### src/hdl/tecc_pkg.sv
package tecc_pkg;
    localparam int TECC_DATA_W = 32;
    localparam int TECC_ADDR_W = 16;
    localparam int TECC_CNT_W = 16;
    localparam int TECC_IDX_W = 14;

    // Register indices; byte address is four times the index
    localparam logic [31:0] TECC_IDX_MODE = 32'hFFFFF616;
    localparam logic [31:0] TECC_IDX_EDGE = 32'hFFFFF617;
    localparam logic [31:0] TECC_IDX_CCC = 32'hFFFFF618;
    localparam logic [31:0] TECC_IDX_OUT = 32'hFFFFF619;
    localparam logic [31:0] TECC_IDX_COUNT = 32'hFFFFF620;
    localparam logic [31:0] TECC_IDX_CC1 = 32'hFFFFF622;
    localparam logic [31:0] TECC_IDX_CC2 = 32'hFFFFF624;

    localparam logic [7:0] TECC_RST8 = 8'h00;
    localparam logic [15:0] TECC_RST16 = 16'h0000;
    localparam logic [15:0] TECC_CNT_MAX = 16'hFFFF;
    localparam logic [15:0] TECC_CNT_ONE = 16'h0001;

    // timer_mode_control fields
    localparam int TECC_MODE_HI = 3;
    localparam int TECC_MODE_LO = 2;
    localparam int TECC_MODE_TOG = 1;
    localparam int TECC_MODE_OVF = 0;
    localparam logic [1:0] TECC_RUN_STOP = 2'h0;
    localparam logic [1:0] TECC_RUN_FREE = 2'h1;
    localparam logic [1:0] TECC_RUN_EDGE = 2'h2;
    localparam logic [1:0] TECC_RUN_MATCH = 2'h3;

    // capture_compare_control fields
    localparam int TECC_CCC_SECOND_CAP = 2;
    localparam int TECC_CCC_TRIG_SEL = 1;
    localparam int TECC_CCC_FIRST_CAP = 0;
    localparam logic [7:0] TECC_CCC_MASK = 8'h07;

    // output_control fields
    localparam int TECC_OUT_ONESHOT = 6;
    localparam int TECC_OUT_OSPE = 5;
    localparam int TECC_OUT_TOG2 = 4;
    localparam int TECC_OUT_SET = 3;
    localparam int TECC_OUT_CLR = 2;
    localparam int TECC_OUT_TOG1 = 1;
    localparam int TECC_OUT_EN = 0;
    localparam logic [7:0] TECC_OUT_MASK = 8'h33;

    // prescale_edge_config fields
    localparam int TECC_EDGE_B_HI = 7;
    localparam int TECC_EDGE_B_LO = 6;
    localparam int TECC_EDGE_A_HI = 5;
    localparam int TECC_EDGE_A_LO = 4;
    localparam logic [7:0] TECC_EDGE_MASK = 8'hF3;
    localparam logic [1:0] TECC_ES_FALL = 2'h0;
    localparam logic [1:0] TECC_ES_RISE = 2'h1;
    localparam logic [1:0] TECC_ES_BOTH = 2'h3;

    localparam logic [1:0] TECC_RESP_OKAY = 2'h0;
    localparam logic [1:0] TECC_RESP_SLVERR = 2'h2;
endpackage

### src/hdl/tecc_edge_sync.sv
`timescale 1ns/1ns
`default_nettype none
module tecc_edge_sync (
    input wire logic aclk,
    input wire logic aresetn,
    input wire logic pin,
    output logic rise,
    output logic fall
);
    logic s1_reg, s2_reg, s3_reg, lvl_reg;
    logic lvl_next;
    logic agree;

    // [RULE24]
    always_comb begin
        agree = (s2_reg == s3_reg);
        lvl_next = agree ? s3_reg : lvl_reg;
        rise = agree & s3_reg & ~lvl_reg;
        fall = agree & ~s3_reg & lvl_reg;
    end

    always_ff @(posedge aclk) begin
        if (!aresetn) begin
            s1_reg <= 1'b0;
            s2_reg <= 1'b0;
            s3_reg <= 1'b0;
            lvl_reg <= 1'b0;
        end else begin
            s1_reg <= pin;
            s2_reg <= s1_reg;
            s3_reg <= s2_reg;
            lvl_reg <= lvl_next;
        end
    end
endmodule
`default_nettype wire

### src/hdl/tecc_timer.sv
// Functional notes
// RULE1: No mode register writes while running
// RULE2: Nonzero enable field starts, 00 stops
// RULE3: Enable 00 stops and zeroes counter
// RULE4: Modes: free, clear on edge, clear on match
// RULE5: Output toggles on matches, optionally edge
// RULE6: Rollover from FFFF sets overflow flag
// RULE7: Flag cleared by write 0 or stop
// RULE8: Toggle condition 0 when pins shared
// RULE9: No capture control writes while running
// RULE10: Second register compare or capture select
// RULE11: First register compare or capture select
// RULE12: First capture trigger: input b or inverse a
// RULE13: Inverse phase with both edges detects none
// RULE14: Match-clear mode needs first in compare
// RULE15: Inverse phase: b edge raises first irq
// RULE16: Trigger pulses two count clocks longer
// RULE17: Only one-shot bit writable while running; the code writes every output_control bit while running
// RULE18: Second toggle enable writable while running
// RULE19: Control registers byte access, reset 00
// RULE20: Counter increments each count clock
// RULE21: First compare match raises first irq
// RULE22: Second captures counter on a edge
// RULE23: Edge codes: 00 fall, 01 rise, 11 both
// RULE24: Triggers synchronised before edge detection
// RULE25: Rollover set beats software clear
//
// Design decision made here: the AXI4-Lite interface to the registers.
`timescale 1ns/1ns
`default_nettype none
module tecc_timer (
    input wire logic aclk,
    input wire logic aresetn,
    input wire logic [tecc_pkg::TECC_ADDR_W-1:0] s_axi_awaddr,
    input wire logic [2:0] s_axi_awprot,
    input wire logic s_axi_awvalid,
    output logic s_axi_awready,
    input wire logic [tecc_pkg::TECC_DATA_W-1:0] s_axi_wdata,
    input wire logic [3:0] s_axi_wstrb,
    input wire logic s_axi_wvalid,
    output logic s_axi_wready,
    output logic [1:0] s_axi_bresp,
    output logic s_axi_bvalid,
    input wire logic s_axi_bready,
    input wire logic [tecc_pkg::TECC_ADDR_W-1:0] s_axi_araddr,
    input wire logic [2:0] s_axi_arprot,
    input wire logic s_axi_arvalid,
    output logic s_axi_arready,
    output logic [tecc_pkg::TECC_DATA_W-1:0] s_axi_rdata,
    output logic [1:0] s_axi_rresp,
    output logic s_axi_rvalid,
    input wire logic s_axi_rready,
    input wire logic trigger_in_a,
    input wire logic trigger_in_b,
    output logic timer_out_pin,
    output logic match_irq_first,
    output logic match_irq_second
);
    import tecc_pkg::*;

    // Bus state
    logic aw_have_reg, aw_have_next, w_have_reg, w_have_next;
    logic [TECC_IDX_W-1:0] aw_idx_reg, aw_idx_next;
    logic [TECC_DATA_W-1:0] wdata_reg, wdata_next;
    logic [3:0] wstrb_reg, wstrb_next;
    logic bvalid_reg, bvalid_next, rvalid_reg, rvalid_next;
    logic [1:0] bresp_reg, bresp_next, rresp_reg, rresp_next;
    logic [TECC_DATA_W-1:0] rdata_reg, rdata_next;
    logic awrdy_reg, awrdy_next, wrdy_reg, wrdy_next, ardy_reg, ardy_next;

    // Timer state
    logic [7:0] mode_reg, mode_next, ccc_reg, ccc_next;
    logic [7:0] outc_reg, outc_next, edge_reg, edge_next;
    logic [TECC_CNT_W-1:0] count_reg, count_next;
    logic [TECC_CNT_W-1:0] cc1_reg, cc1_next, cc2_reg, cc2_next;
    logic tout_reg, tout_next, irq1_reg, irq1_next, irq2_reg, irq2_next;

    logic a_rise, a_fall, b_rise, b_fall;
    logic a_valid, a_inverse, b_valid;
    logic wr_fire, rd_fire, wr_hit, rd_hit;
    logic [TECC_IDX_W-1:0] rd_idx;
    logic [1:0] run_mode;
    logic running, first_cap, second_cap, trig_sel;
    logic match1, match2, clear_start, oneshot, rollover;

    tecc_edge_sync u_sync_a (
        .aclk(aclk),
        .aresetn(aresetn),
        .pin(trigger_in_a),
        .rise(a_rise),
        .fall(a_fall)
    );

    tecc_edge_sync u_sync_b (
        .aclk(aclk),
        .aresetn(aresetn),
        .pin(trigger_in_b),
        .rise(b_rise),
        .fall(b_fall)
    );

    function automatic logic edge_pick(input logic [1:0] sel, input logic r, input logic f);
        logic res;
        res = 1'b0;
        unique case (sel)
            TECC_ES_FALL: res = f;
            TECC_ES_RISE: res = r;
            TECC_ES_BOTH: res = r | f;
            default: res = 1'b0;
        endcase
        return res;
    endfunction

    function automatic logic idx_is(input logic [TECC_IDX_W-1:0] idx, input logic [31:0] ref_idx);
        return idx == ref_idx[TECC_IDX_W-1:0];
    endfunction

    function automatic logic idx_known(input logic [TECC_IDX_W-1:0] idx);
        return idx_is(idx, TECC_IDX_MODE) | idx_is(idx, TECC_IDX_EDGE)
            | idx_is(idx, TECC_IDX_CCC) | idx_is(idx, TECC_IDX_OUT)
            | idx_is(idx, TECC_IDX_COUNT) | idx_is(idx, TECC_IDX_CC1)
            | idx_is(idx, TECC_IDX_CC2);
    endfunction

    // Edges and decoded controls
    always_comb begin
        run_mode = mode_reg[TECC_MODE_HI:TECC_MODE_LO];
        running = (run_mode != TECC_RUN_STOP); // [RULE2]
        first_cap = ccc_reg[TECC_CCC_FIRST_CAP]; // [RULE11]
        second_cap = ccc_reg[TECC_CCC_SECOND_CAP]; // [RULE10]
        trig_sel = ccc_reg[TECC_CCC_TRIG_SEL];
        a_valid = edge_pick(edge_reg[TECC_EDGE_A_HI:TECC_EDGE_A_LO], a_rise, a_fall); // [RULE23]
        a_inverse = edge_pick(edge_reg[TECC_EDGE_A_HI:TECC_EDGE_A_LO], a_fall, a_rise);
        if (trig_sel && edge_reg[TECC_EDGE_A_HI:TECC_EDGE_A_LO] == TECC_ES_BOTH) begin
            a_valid = 1'b0; // [RULE13]
            a_inverse = 1'b0;
        end
        b_valid = edge_pick(edge_reg[TECC_EDGE_B_HI:TECC_EDGE_B_LO], b_rise, b_fall);
        match1 = running && !first_cap && count_reg == cc1_reg; // [RULE21]
        match2 = running && !second_cap && count_reg == cc2_reg;
        rollover = running && count_reg == TECC_CNT_MAX;
    end

    // AXI4-Lite slave: address and data taken in either order
    always_comb begin
        aw_have_next = aw_have_reg;
        w_have_next = w_have_reg;
        aw_idx_next = aw_idx_reg;
        wdata_next = wdata_reg;
        wstrb_next = wstrb_reg;
        bvalid_next = bvalid_reg;
        bresp_next = bresp_reg;
        rvalid_next = rvalid_reg;
        rresp_next = rresp_reg;
        rdata_next = rdata_reg;
        rd_idx = s_axi_araddr[TECC_ADDR_W-1:2];
        if (s_axi_awvalid && awrdy_reg) begin
            aw_have_next = 1'b1;
            aw_idx_next = s_axi_awaddr[TECC_ADDR_W-1:2];
        end
        if (s_axi_wvalid && wrdy_reg) begin
            w_have_next = 1'b1;
            wdata_next = s_axi_wdata;
            wstrb_next = s_axi_wstrb;
        end
        wr_fire = aw_have_reg && w_have_reg && !bvalid_reg;
        wr_hit = wr_fire && idx_known(aw_idx_reg);
        if (wr_fire) begin
            aw_have_next = 1'b0;
            w_have_next = 1'b0;
            bvalid_next = 1'b1;
            bresp_next = idx_known(aw_idx_reg) ? TECC_RESP_OKAY : TECC_RESP_SLVERR;
        end else if (bvalid_reg && s_axi_bready) begin
            bvalid_next = 1'b0;
        end
        rd_fire = s_axi_arvalid && ardy_reg;
        rd_hit = rd_fire && idx_known(rd_idx);
        if (rd_fire) begin
            rvalid_next = 1'b1;
            rresp_next = rd_hit ? TECC_RESP_OKAY : TECC_RESP_SLVERR;
            rdata_next = '0;
            // One-shot and level triggers always read as zero
            if (idx_is(rd_idx, TECC_IDX_MODE)) rdata_next[7:0] = mode_reg;
            if (idx_is(rd_idx, TECC_IDX_EDGE)) rdata_next[7:0] = edge_reg;
            if (idx_is(rd_idx, TECC_IDX_CCC)) rdata_next[7:0] = ccc_reg;
            if (idx_is(rd_idx, TECC_IDX_OUT)) rdata_next[7:0] = outc_reg;
            if (idx_is(rd_idx, TECC_IDX_COUNT)) rdata_next[15:0] = count_reg;
            if (idx_is(rd_idx, TECC_IDX_CC1)) rdata_next[15:0] = cc1_reg;
            if (idx_is(rd_idx, TECC_IDX_CC2)) rdata_next[15:0] = cc2_reg;
        end else if (rvalid_reg && s_axi_rready) begin
            rvalid_next = 1'b0;
        end
        // Readies drop while a response waits, so no second request slips in
        awrdy_next = !aw_have_next && !bvalid_next;
        wrdy_next = !w_have_next && !bvalid_next;
        ardy_next = !rvalid_next;
    end

    // Register writes, counter, capture and output
    always_comb begin
        mode_next = mode_reg;
        ccc_next = ccc_reg;
        outc_next = outc_reg;
        edge_next = edge_reg;
        cc1_next = cc1_reg;
        cc2_next = cc2_reg;
        tout_next = tout_reg;
        oneshot = 1'b0;
        // Byte lane 0 covers every 8-bit register [RULE19]
        if (wr_hit && wstrb_reg[0]) begin
            if (idx_is(aw_idx_reg, TECC_IDX_MODE)) begin
                mode_next = {4'h0, wdata_reg[3:0]};
            end
            if (idx_is(aw_idx_reg, TECC_IDX_CCC)) ccc_next = wdata_reg[7:0] & TECC_CCC_MASK;
            if (idx_is(aw_idx_reg, TECC_IDX_EDGE)) edge_next = wdata_reg[7:0] & TECC_EDGE_MASK;
            if (idx_is(aw_idx_reg, TECC_IDX_OUT)) begin
                outc_next = wdata_reg[7:0] & TECC_OUT_MASK;
                oneshot = wdata_reg[TECC_OUT_ONESHOT] && running;
                // Level triggers act only while the output is enabled
                if (wdata_reg[TECC_OUT_EN] && wdata_reg[TECC_OUT_SET] != wdata_reg[TECC_OUT_CLR])
                    tout_next = wdata_reg[TECC_OUT_SET];
            end
        end
        if (wr_hit && idx_is(aw_idx_reg, TECC_IDX_CC1)) begin
            if (wstrb_reg[0]) cc1_next[7:0] = wdata_reg[7:0];
            if (wstrb_reg[1]) cc1_next[15:8] = wdata_reg[15:8];
        end
        if (wr_hit && idx_is(aw_idx_reg, TECC_IDX_CC2)) begin
            if (wstrb_reg[0]) cc2_next[7:0] = wdata_reg[7:0];
            if (wstrb_reg[1]) cc2_next[15:8] = wdata_reg[15:8];
        end

        clear_start = oneshot
            || (run_mode == TECC_RUN_EDGE && a_valid)
            || (run_mode == TECC_RUN_MATCH && match1); // [RULE4]
        if (!running) begin
            count_next = '0; // [RULE3]
        end else if (clear_start) begin
            count_next = '0;
        end else begin
            count_next = count_reg + TECC_CNT_ONE; // [RULE20]
        end

        // Only the step into stop clears; a write of 1 while stopped must stick
        if (running && mode_next[TECC_MODE_HI:TECC_MODE_LO] == TECC_RUN_STOP) begin
            mode_next[TECC_MODE_OVF] = 1'b0; // [RULE7]
        end
        // A clear at FFFF also wraps to zero, so it sets the flag too
        if (rollover) begin
            mode_next[TECC_MODE_OVF] = 1'b1; // [RULE6] [RULE25]
        end

        // Captures; a stop racing a capture leaves undefined data anyway
        if (running && first_cap && !trig_sel && b_valid) cc1_next = count_reg; // [RULE12]
        if (running && first_cap && trig_sel && a_inverse) cc1_next = count_reg; // [RULE12]
        if (running && second_cap && a_valid) cc2_next = count_reg; // [RULE22]

        irq1_next = match1 || (running && !trig_sel && first_cap && b_valid)
            || (running && trig_sel && b_valid); // [RULE15]
        irq2_next = match2 || (running && second_cap && a_valid);

        if (running && ((match1 && outc_reg[TECC_OUT_TOG1])
                ^ (match2 && outc_reg[TECC_OUT_TOG2])
                ^ (mode_reg[TECC_MODE_TOG] && a_valid))) begin
            tout_next = ~tout_next; // [RULE5]
        end
        if (!outc_next[TECC_OUT_EN]) tout_next = 1'b0;
    end

    always_ff @(posedge aclk) begin
        if (!aresetn) begin
            aw_have_reg <= 1'b0;
            w_have_reg <= 1'b0;
            aw_idx_reg <= '0;
            wdata_reg <= '0;
            wstrb_reg <= 4'h0;
            bvalid_reg <= 1'b0;
            bresp_reg <= TECC_RESP_OKAY;
            rvalid_reg <= 1'b0;
            rresp_reg <= TECC_RESP_OKAY;
            rdata_reg <= '0;
            awrdy_reg <= 1'b1;
            wrdy_reg <= 1'b1;
            ardy_reg <= 1'b1;
            mode_reg <= TECC_RST8;
            ccc_reg <= TECC_RST8;
            outc_reg <= TECC_RST8;
            edge_reg <= TECC_RST8;
            count_reg <= TECC_RST16;
            cc1_reg <= TECC_RST16;
            cc2_reg <= TECC_RST16;
            tout_reg <= 1'b0;
            irq1_reg <= 1'b0;
            irq2_reg <= 1'b0;
        end else begin
            aw_have_reg <= aw_have_next;
            w_have_reg <= w_have_next;
            aw_idx_reg <= aw_idx_next;
            wdata_reg <= wdata_next;
            wstrb_reg <= wstrb_next;
            bvalid_reg <= bvalid_next;
            bresp_reg <= bresp_next;
            rvalid_reg <= rvalid_next;
            rresp_reg <= rresp_next;
            rdata_reg <= rdata_next;
            awrdy_reg <= awrdy_next;
            wrdy_reg <= wrdy_next;
            ardy_reg <= ardy_next;
            mode_reg <= mode_next;
            ccc_reg <= ccc_next;
            outc_reg <= outc_next;
            edge_reg <= edge_next;
            count_reg <= count_next;
            cc1_reg <= cc1_next;
            cc2_reg <= cc2_next;
            tout_reg <= tout_next;
            irq1_reg <= irq1_next;
            irq2_reg <= irq2_next;
        end
    end

    assign s_axi_awready = awrdy_reg;
    assign s_axi_wready = wrdy_reg;
    assign s_axi_arready = ardy_reg;

    assign s_axi_bvalid = bvalid_reg;
    assign s_axi_bresp = bresp_reg;
    assign s_axi_rvalid = rvalid_reg;
    assign s_axi_rresp = rresp_reg;
    assign s_axi_rdata = rdata_reg;
    assign timer_out_pin = tout_reg;
    assign match_irq_first = irq1_reg;
    assign match_irq_second = irq2_reg;
endmodule
`default_nettype wire

### config.mk
export PLATFORM = sky130hd
export DESIGN_NAME = tecc_timer
export DESIGN_NICKNAME = d
export VERILOG_FILES = /design/src/hdl/tecc_pkg.sv /design/src/hdl/tecc_edge_sync.sv /design/src/hdl/tecc_timer.sv
export SDC_FILE = /design/constraint.sdc
export NUM_CORES = 1
export LEC_CHECK = 0
export BUFFER_PORTS_ARGS = -buffer_cell sky130_fd_sc_hd__buf_4
export CELL_PAD_IN_SITES_DETAIL_PLACEMENT = 0
export CELL_PAD_IN_SITES_GLOBAL_PLACEMENT = 1
export CORE_MARGIN = 8
export CORE_UTILIZATION = 33
export CTS_CLUSTER_DIAMETER = 60
export DETAILED_ROUTE_END_ITERATION = 10
export PLACE_DENSITY_LB_ADDON = 0.15
export SLEW_MARGIN = 20
export SYNTH_ARGS = -nofsm -noshare
export SYNTH_HDL_FRONTEND = slang
export SYNTH_SLANG_ARGS = --single-unit
### constraint.sdc
create_clock -name aclk -period 2.9 [get_ports aclk]
set_clock_uncertainty 0.05 [all_clocks]
set_input_delay 0.29 -clock aclk [delete_from_list [all_inputs] [get_ports aclk]]
set_output_delay 0.29 -clock aclk [all_outputs]
set_load 0.01 [all_outputs]
==> flow_metrics.env, run 1 <==
export IMPL_cts_setup_buffers=0
export IMPL_hold_buffers=0
export IMPL_cts_buffer_depth=2
export IMPL_syn2layout_area_growth_pct=20.82
export IMPL_synth_xor_area_share_pct=6.614
export IMPL_instances_no_fill=1096
export IMPL_synth_top_flop_cell="dfxtp_1"
export IMPL_setup_violations=0
export IMPL_gp_congestion=0.7879
export IMPL_ys_async_sr_fraction_pct=0
export IMPL_ant_nets=0
export IMPL_vdd_drop_max_mv=0.3238
export IMPL_max_freq_mhz=393.9
export IMPL_min_period_ns=2.539
export IMPL_status="completed"
export IMPL_synth_cell_types=64
export IMPL_syn_area_um2=6545
export IMPL_whs_ns=0.02548
export IMPL_max_cap_violations=0
export IMPL_startpoint_type="flop"
export IMPL_grt_max_degree=41
export IMPL_postSynthCellCount=754
export IMPL_power_density_nw_per_um2=538.5
export IMPL_grt_pass1_vias=5553
export IMPL_die_area_um2=24600
export IMPL_cp_data_required_time_ns=3.20
export IMPL_critPathKind="flop to flop"
export IMPL_yosysWarnings=0
export IMPL_synth_edf_count=0
export IMPL_yosysSeqAreaShare_pct=40.68
export IMPL_cts_resized=0
export IMPL_wl_um=19460
export IMPL_synth_top_area_share_pct=40.68
export IMPL_max_slew_margin_pct=42.87
export IMPL_arrival_ns=2.84
export IMPL_synth_largest_area_cell="dfxtp_1"
export IMPL_synthTopCellsByArea="dfxtp_1 41%, mux2i_1 7.3%, nand2_1 6.4%, xor2_1 4.1%, o211a_1 4.0%"
export IMPL_crit_chain="xnor2_2 -> nand4_1 -> or4_4 -> nor4_4 -> xnor3_1 -> or3_1 -> a21boi_1"
export IMPL_synth_seq_cells=133
export IMPL_port_buffers=80
export IMPL_synthSimpleGateAreaFrac_pct=19.88
export IMPL_path_buf_inv=0
export IMPL_overflow=0
export IMPL_crit_fanout=8
export IMPL_rsz0062_at_grt="no"
export IMPL_clock_sinks=133
export IMPL_hold_class="primary input to flop"
export IMPL_pin_count=127
export IMPL_fill_cells=1967
export IMPL_htreeDepth=4
export IMPL_synth_compound_area_share_pct=17.78
export IMPL_n_antenna_cell=0
export IMPL_fp_row_count=51
export IMPL_synthAdderAreaFrac_pct=0.9558
export IMPL_initial_utilization_pct=33.63
export IMPL_viasPerCell=5.015
export IMPL_grt_pass1_wl_um=30770
export IMPL_clkTransAtPathRegs_ns=0.06
export IMPL_worst_pin_slew_ns=0.8559
export IMPL_dr_pass1_iters=8
export IMPL_final_layout_size_suffix_gt1_share_pct=17.33
export IMPL_drtIter0Drc=323
export IMPL_report_final_slew_viol_count=0
export IMPL_crit_family="simple AND/OR/NAND/NOR gates"
export IMPL_clock_latency_ns=0.42
export IMPL_dp_hpwl_um=14140
export IMPL_root_buffer="clkbuf_16"
export IMPL_antenna_found_initial=0
export IMPL_power_leakage_nw=3.438
export IMPL_critical_path_max_stage_delay_ns=0.52
export IMPL_crit_path_end_kind="flop"
export IMPL_detailroute_via_count=5496
export IMPL_fin_crit_sh_pct=87.55
export IMPL_synthMuxAreaShare_pct=7.341
export IMPL_tritoncts="yes"
export IMPL_setup_tns_ns=0
export IMPL_grt_usage_pct=16.20
export IMPL_hold_violations=0
export IMPL_cp_slowest_cell="dfxtp_1"
export IMPL_core_um2=19460
export IMPL_nets=907
export IMPL_syn_avg_cell_area_um2=8.680
export IMPL_wire_per_inst_um=17.76
export IMPL_synth_top_family_by_area="simple AND/OR/NAND/NOR gates"
export IMPL_fp_dieW_um=156.8
export IMPL_cts_made_buffers=17
export IMPL_die_h_um=156.8
export IMPL_drc=0
export IMPL_numPlacedInstances=1065
-- worst reg2reg max path, stage by stage (launching register included) --
cell and delay, ns:
dfxtp_1 0.52, xnor2_2 0.16, nand4_1 0.11, or4_4 0.51, nor4_4 0.28, xnor3_1 0.37, or3_1 0.36, a21boi_1 0.12
-- through the flow --
step                setup WS (ns)  power [mW]  cell area [um2]  util (%)
floorplan                  0.5753       2.154             6609         -
global placement           0.3766       2.286             7357     37.80
detailed placement         0.3718       2.292             7357     37.80
CTS                        0.3600       4.317             7908     40.63
global route               0.2515       4.448             7908     40.63
finish                     0.3610       4.258             7908     40.63
-- synthesized netlist by cell type (18+ instances only) --
cell type and n:
mux2i_1 48, a21boi_0 30, o21ai_0 27, nor2b_1 18
nand2_1 112, a21oi_1 38, buf_4 18, nor2_1 53
o211a_1 26, clkbuf_1 52, dfxtp_1 133, nand3_1 18
xor2_1 31
-- power breakdown --
part	switching, mW	leakage (nW)	internal (mW)
combinational	0.169	2.09	0.138
sequential	0.0532	1.08	1.89
clock	0.815	0.265	1.19
total	1.04	3.44	3.22
-- path summary, 6_finish.rpt --
path	endpoint	from	cells after the start	slack, ns
max	timer_out_pin	count_reg[13]	7	0.36
min	u_sync_a.s1_reg	trigger_in_a	2	0.03
min reg2reg	u_sync_b.s2_reg	u_sync_b.s1_reg	1	0.39
max reg2reg	timer_out_pin	count_reg[13]	7	0.36
-- cells in the final DEF, fill, tap and decap left out, drive strengths merged, types with 3 or more instances in the layout --
master / instances
dfxtp: 133
nand2: 112
buf: 105
nor2: 53
mux2i: 48
a21oi: 38
xor2: 31
a21boi: 31
o21ai: 28
o211a: 26
clkbuf: 19
nor2b: 18
nand3: 18
conb: 18
inv: 17
xnor2: 15
nor3: 8
and2: 8
a222oi: 8
a211oi: 7
nand2b: 7
clkinv: 7
nor4: 6
nand3b: 5
a221oi: 5
ha: 5
a22oi: 4
or4: 4
nor3b: 3
and4: 3
nand4: 3
clkinvlp: 3
-- area by class of cell --
type | count | area, um2 | share of cell area [%]
clock buffers | 19 | 442.9 | 5.601
flip-flops and latches | 133 | 2663 | 33.67
repair buffers | 105 | 788.3 | 9.968
multi-input cells | 546 | 3515 | 44.45
well taps | 265 | 331.6 | 4.193
inverters | 16 | 60.06 | 0.7595
clock inverters | 12 | 107.6 | 1.361
-- logic make-up after synthesis --
| group | after synthesis |
|---|---|
| flops | 133 |
| buf+inv | 92 |
| mux | 48 |
| other cells | 1 |
| fa+ha+maj | 5 |
| compound gates | 163 |
| simple gates | 265 |
| xor+xnor | 47 |
-- layer usage --
layer,part of all wire (%),vias to the layer above,track usage [%]
li1,-,2717,-
met1,46,2628,20.13
met2,47,132,26.41
met3,4.1,19,4.109
met4,2.1,0,6.224
met5,0,-,0
No activity file was read; power rests on OpenSTA's default activity.
==> run 2: changes to the inputs <==
Settings changed: CORE_UTILIZATION 33 to 41.
==> run 2 against run 1 <==
  * Design area down 0.93%
  * Worst setup slack worse by 0.030 ns
  * Clock power up 2%
  * Critical path depth unchanged
  * Power up 0.85%
  * First-iteration DRC count up 27%
  * Flip-flop and latch count unchanged
  * Sequential power about the same
  * Combinational power about the same
  * Core utilization up 9.0 points
==> flow_metrics.env, run 2 (synthesized netlist as in run 1, its figures left out) <==
export IMPL_critPathKind="flop to flop"
export IMPL_cts_buffer_depth=2
export IMPL_crit_path_end_kind="flop"
export IMPL_ant_nets=0
export IMPL_wire_per_inst_um=17.94
export IMPL_fp_dieW_um=142.3
export IMPL_grt_busiest_layer="met2"
export IMPL_port_buffers=80
export IMPL_cts_setup_buffers=0
export IMPL_crit_family="simple AND/OR/NAND/NOR gates"
export IMPL_setup_violations=0
export IMPL_global_route_usage_met2_pct=31.11
export IMPL_critical_path_max_stage_delay_ns=0.52
export IMPL_max_cap_violations=0
export IMPL_power_leakage_nw=3.439
export IMPL_dr_pass1_iters=4
export IMPL_cp_slowest_cell="dfxtp_1"
export IMPL_path_buf_inv=0
export IMPL_min_period_ns=2.569
export IMPL_startpoint_type="flop"
export IMPL_max_freq_mhz=389.3
export IMPL_cp_data_required_time_ns=3.20
export IMPL_max_slew_margin_pct=44.17
export IMPL_report_final_slew_viol_count=0
export IMPL_worst_pin_slew_ns=0.8365
export IMPL_tritoncts="yes"
export IMPL_hold_buffers=0
export IMPL_vdd_drop_max_mv=0.4177
export IMPL_clock_latency_ns=0.43
export IMPL_grt_usage_pct=18.80
export IMPL_dp_hpwl_um=13600
export IMPL_final_layout_size_suffix_gt1_share_pct=16.71
export IMPL_rsz0062_at_grt="no"
export IMPL_drtIter0Drc=410
export IMPL_numPlacedInstances=1013
export IMPL_drc=0
export IMPL_status="completed"
export IMPL_grt_pass1_wl_um=29770
export IMPL_viasPerCell=5.324
export IMPL_fin_crit_sh_pct=88.58
export IMPL_grt_pass1_vias=5502
export IMPL_htreeDepth=4
export IMPL_initial_utilization_pct=41.50
export IMPL_cts_resized=0
export IMPL_pin_count=127
export IMPL_overflow=0
export IMPL_root_buffer="clkbuf_16"
export IMPL_antenna_found_initial=0
export IMPL_core_um2=15770
export IMPL_setup_tns_ns=0
export IMPL_hold_class="primary input to flop"
export IMPL_final_common_cell="dfxtp_1"
export IMPL_crit_chain="xnor2_2 -> nand4_1 -> or4_4 -> nor4_4 -> xnor3_1 -> or3_1 -> a21boi_1"
export IMPL_cts_made_buffers=17
export IMPL_clock_sinks=133
export IMPL_grt_max_degree=41
export IMPL_met1_usage_pct=23.53
export IMPL_detailroute_via_count=5548
export IMPL_die_area_um2=20260
export IMPL_nets=904
export IMPL_whs_ns=0.02530
export IMPL_n_antenna_cell=0
export IMPL_fp_row_count=46
export IMPL_arrival_ns=2.87
export IMPL_wl_um=18690
export IMPL_final_cell_mix="133 x dfxtp_1, 112 x nand2_1, 102 x buf_4, 53 x nor2_1, 48 x mux2i_1"
export IMPL_met3_usage_pct=4.562
export IMPL_die_h_um=142.3
export IMPL_hold_violations=0
export IMPL_clkTransAtPathRegs_ns=0.05
export IMPL_instances_no_fill=1042
export IMPL_syn2layout_area_growth_pct=19.69
export IMPL_crit_fanout=8
export IMPL_power_density_nw_per_um2=548.2
export IMPL_gp_congestion=0.8595
run 2: worst paths after layout:
kind	to	cells after the start	from	slack, ns
max	timer_out_pin	7	count_reg[13]	0.33
min	u_sync_a.s1_reg	2	trigger_in_a	0.03
max reg2reg	timer_out_pin	7	count_reg[13]	0.33
min reg2reg	u_sync_a.s2_reg	1	u_sync_a.s1_reg	0.39
run 2: layer usage:
layer	part of all wire, %	up-vias
met5	0	-
met2	48	129
met4	1.5	0
met3	4.5	17
li1	-	2709
met1	46	2693
run 2: area by class of cell:
class / count / area (um2)
multi-input cells: 546 / 3515
flip-flops and latches: 133 / 2663
inverters: 16 / 60.06
well taps: 216 / 270.3
fillers: 1545 / 7936
repair buffers: 102 / 765.7
clock buffers: 25 / 515.5
clock inverters: 4 / 45.04
run 2: power by group:
group,internal (mW),switching (mW)
logic,0.138,0.168
registers,1.89,0.0527
clock network,1.30,0.751
run 2: through the flow:
stage | area [um2] | setup WS (ns) | util [%] | total power, mW
final | 7834 | 0.3313 | 49.67 | 4.294
after global routing | 7834 | 0.2091 | 49.67 | 4.461
after CTS | 7834 | 0.3120 | 49.67 | 4.335
after detailed placement | 7273 | 0.3435 | 46.12 | 2.287
after global placement | 7273 | 0.3987 | 46.12 | 2.279
after floorplan | 6609 | 0.5753 | - | 2.154
run 2: worst register-to-register path, cell delays in order, from the launching register on:
cell and delay (ns):
dfxtp_1 0.52, xnor2_2 0.17, nand4_1 0.11, or4_4 0.51, nor4_4 0.30, xnor3_1 0.36
or3_1 0.35, a21boi_1 0.13
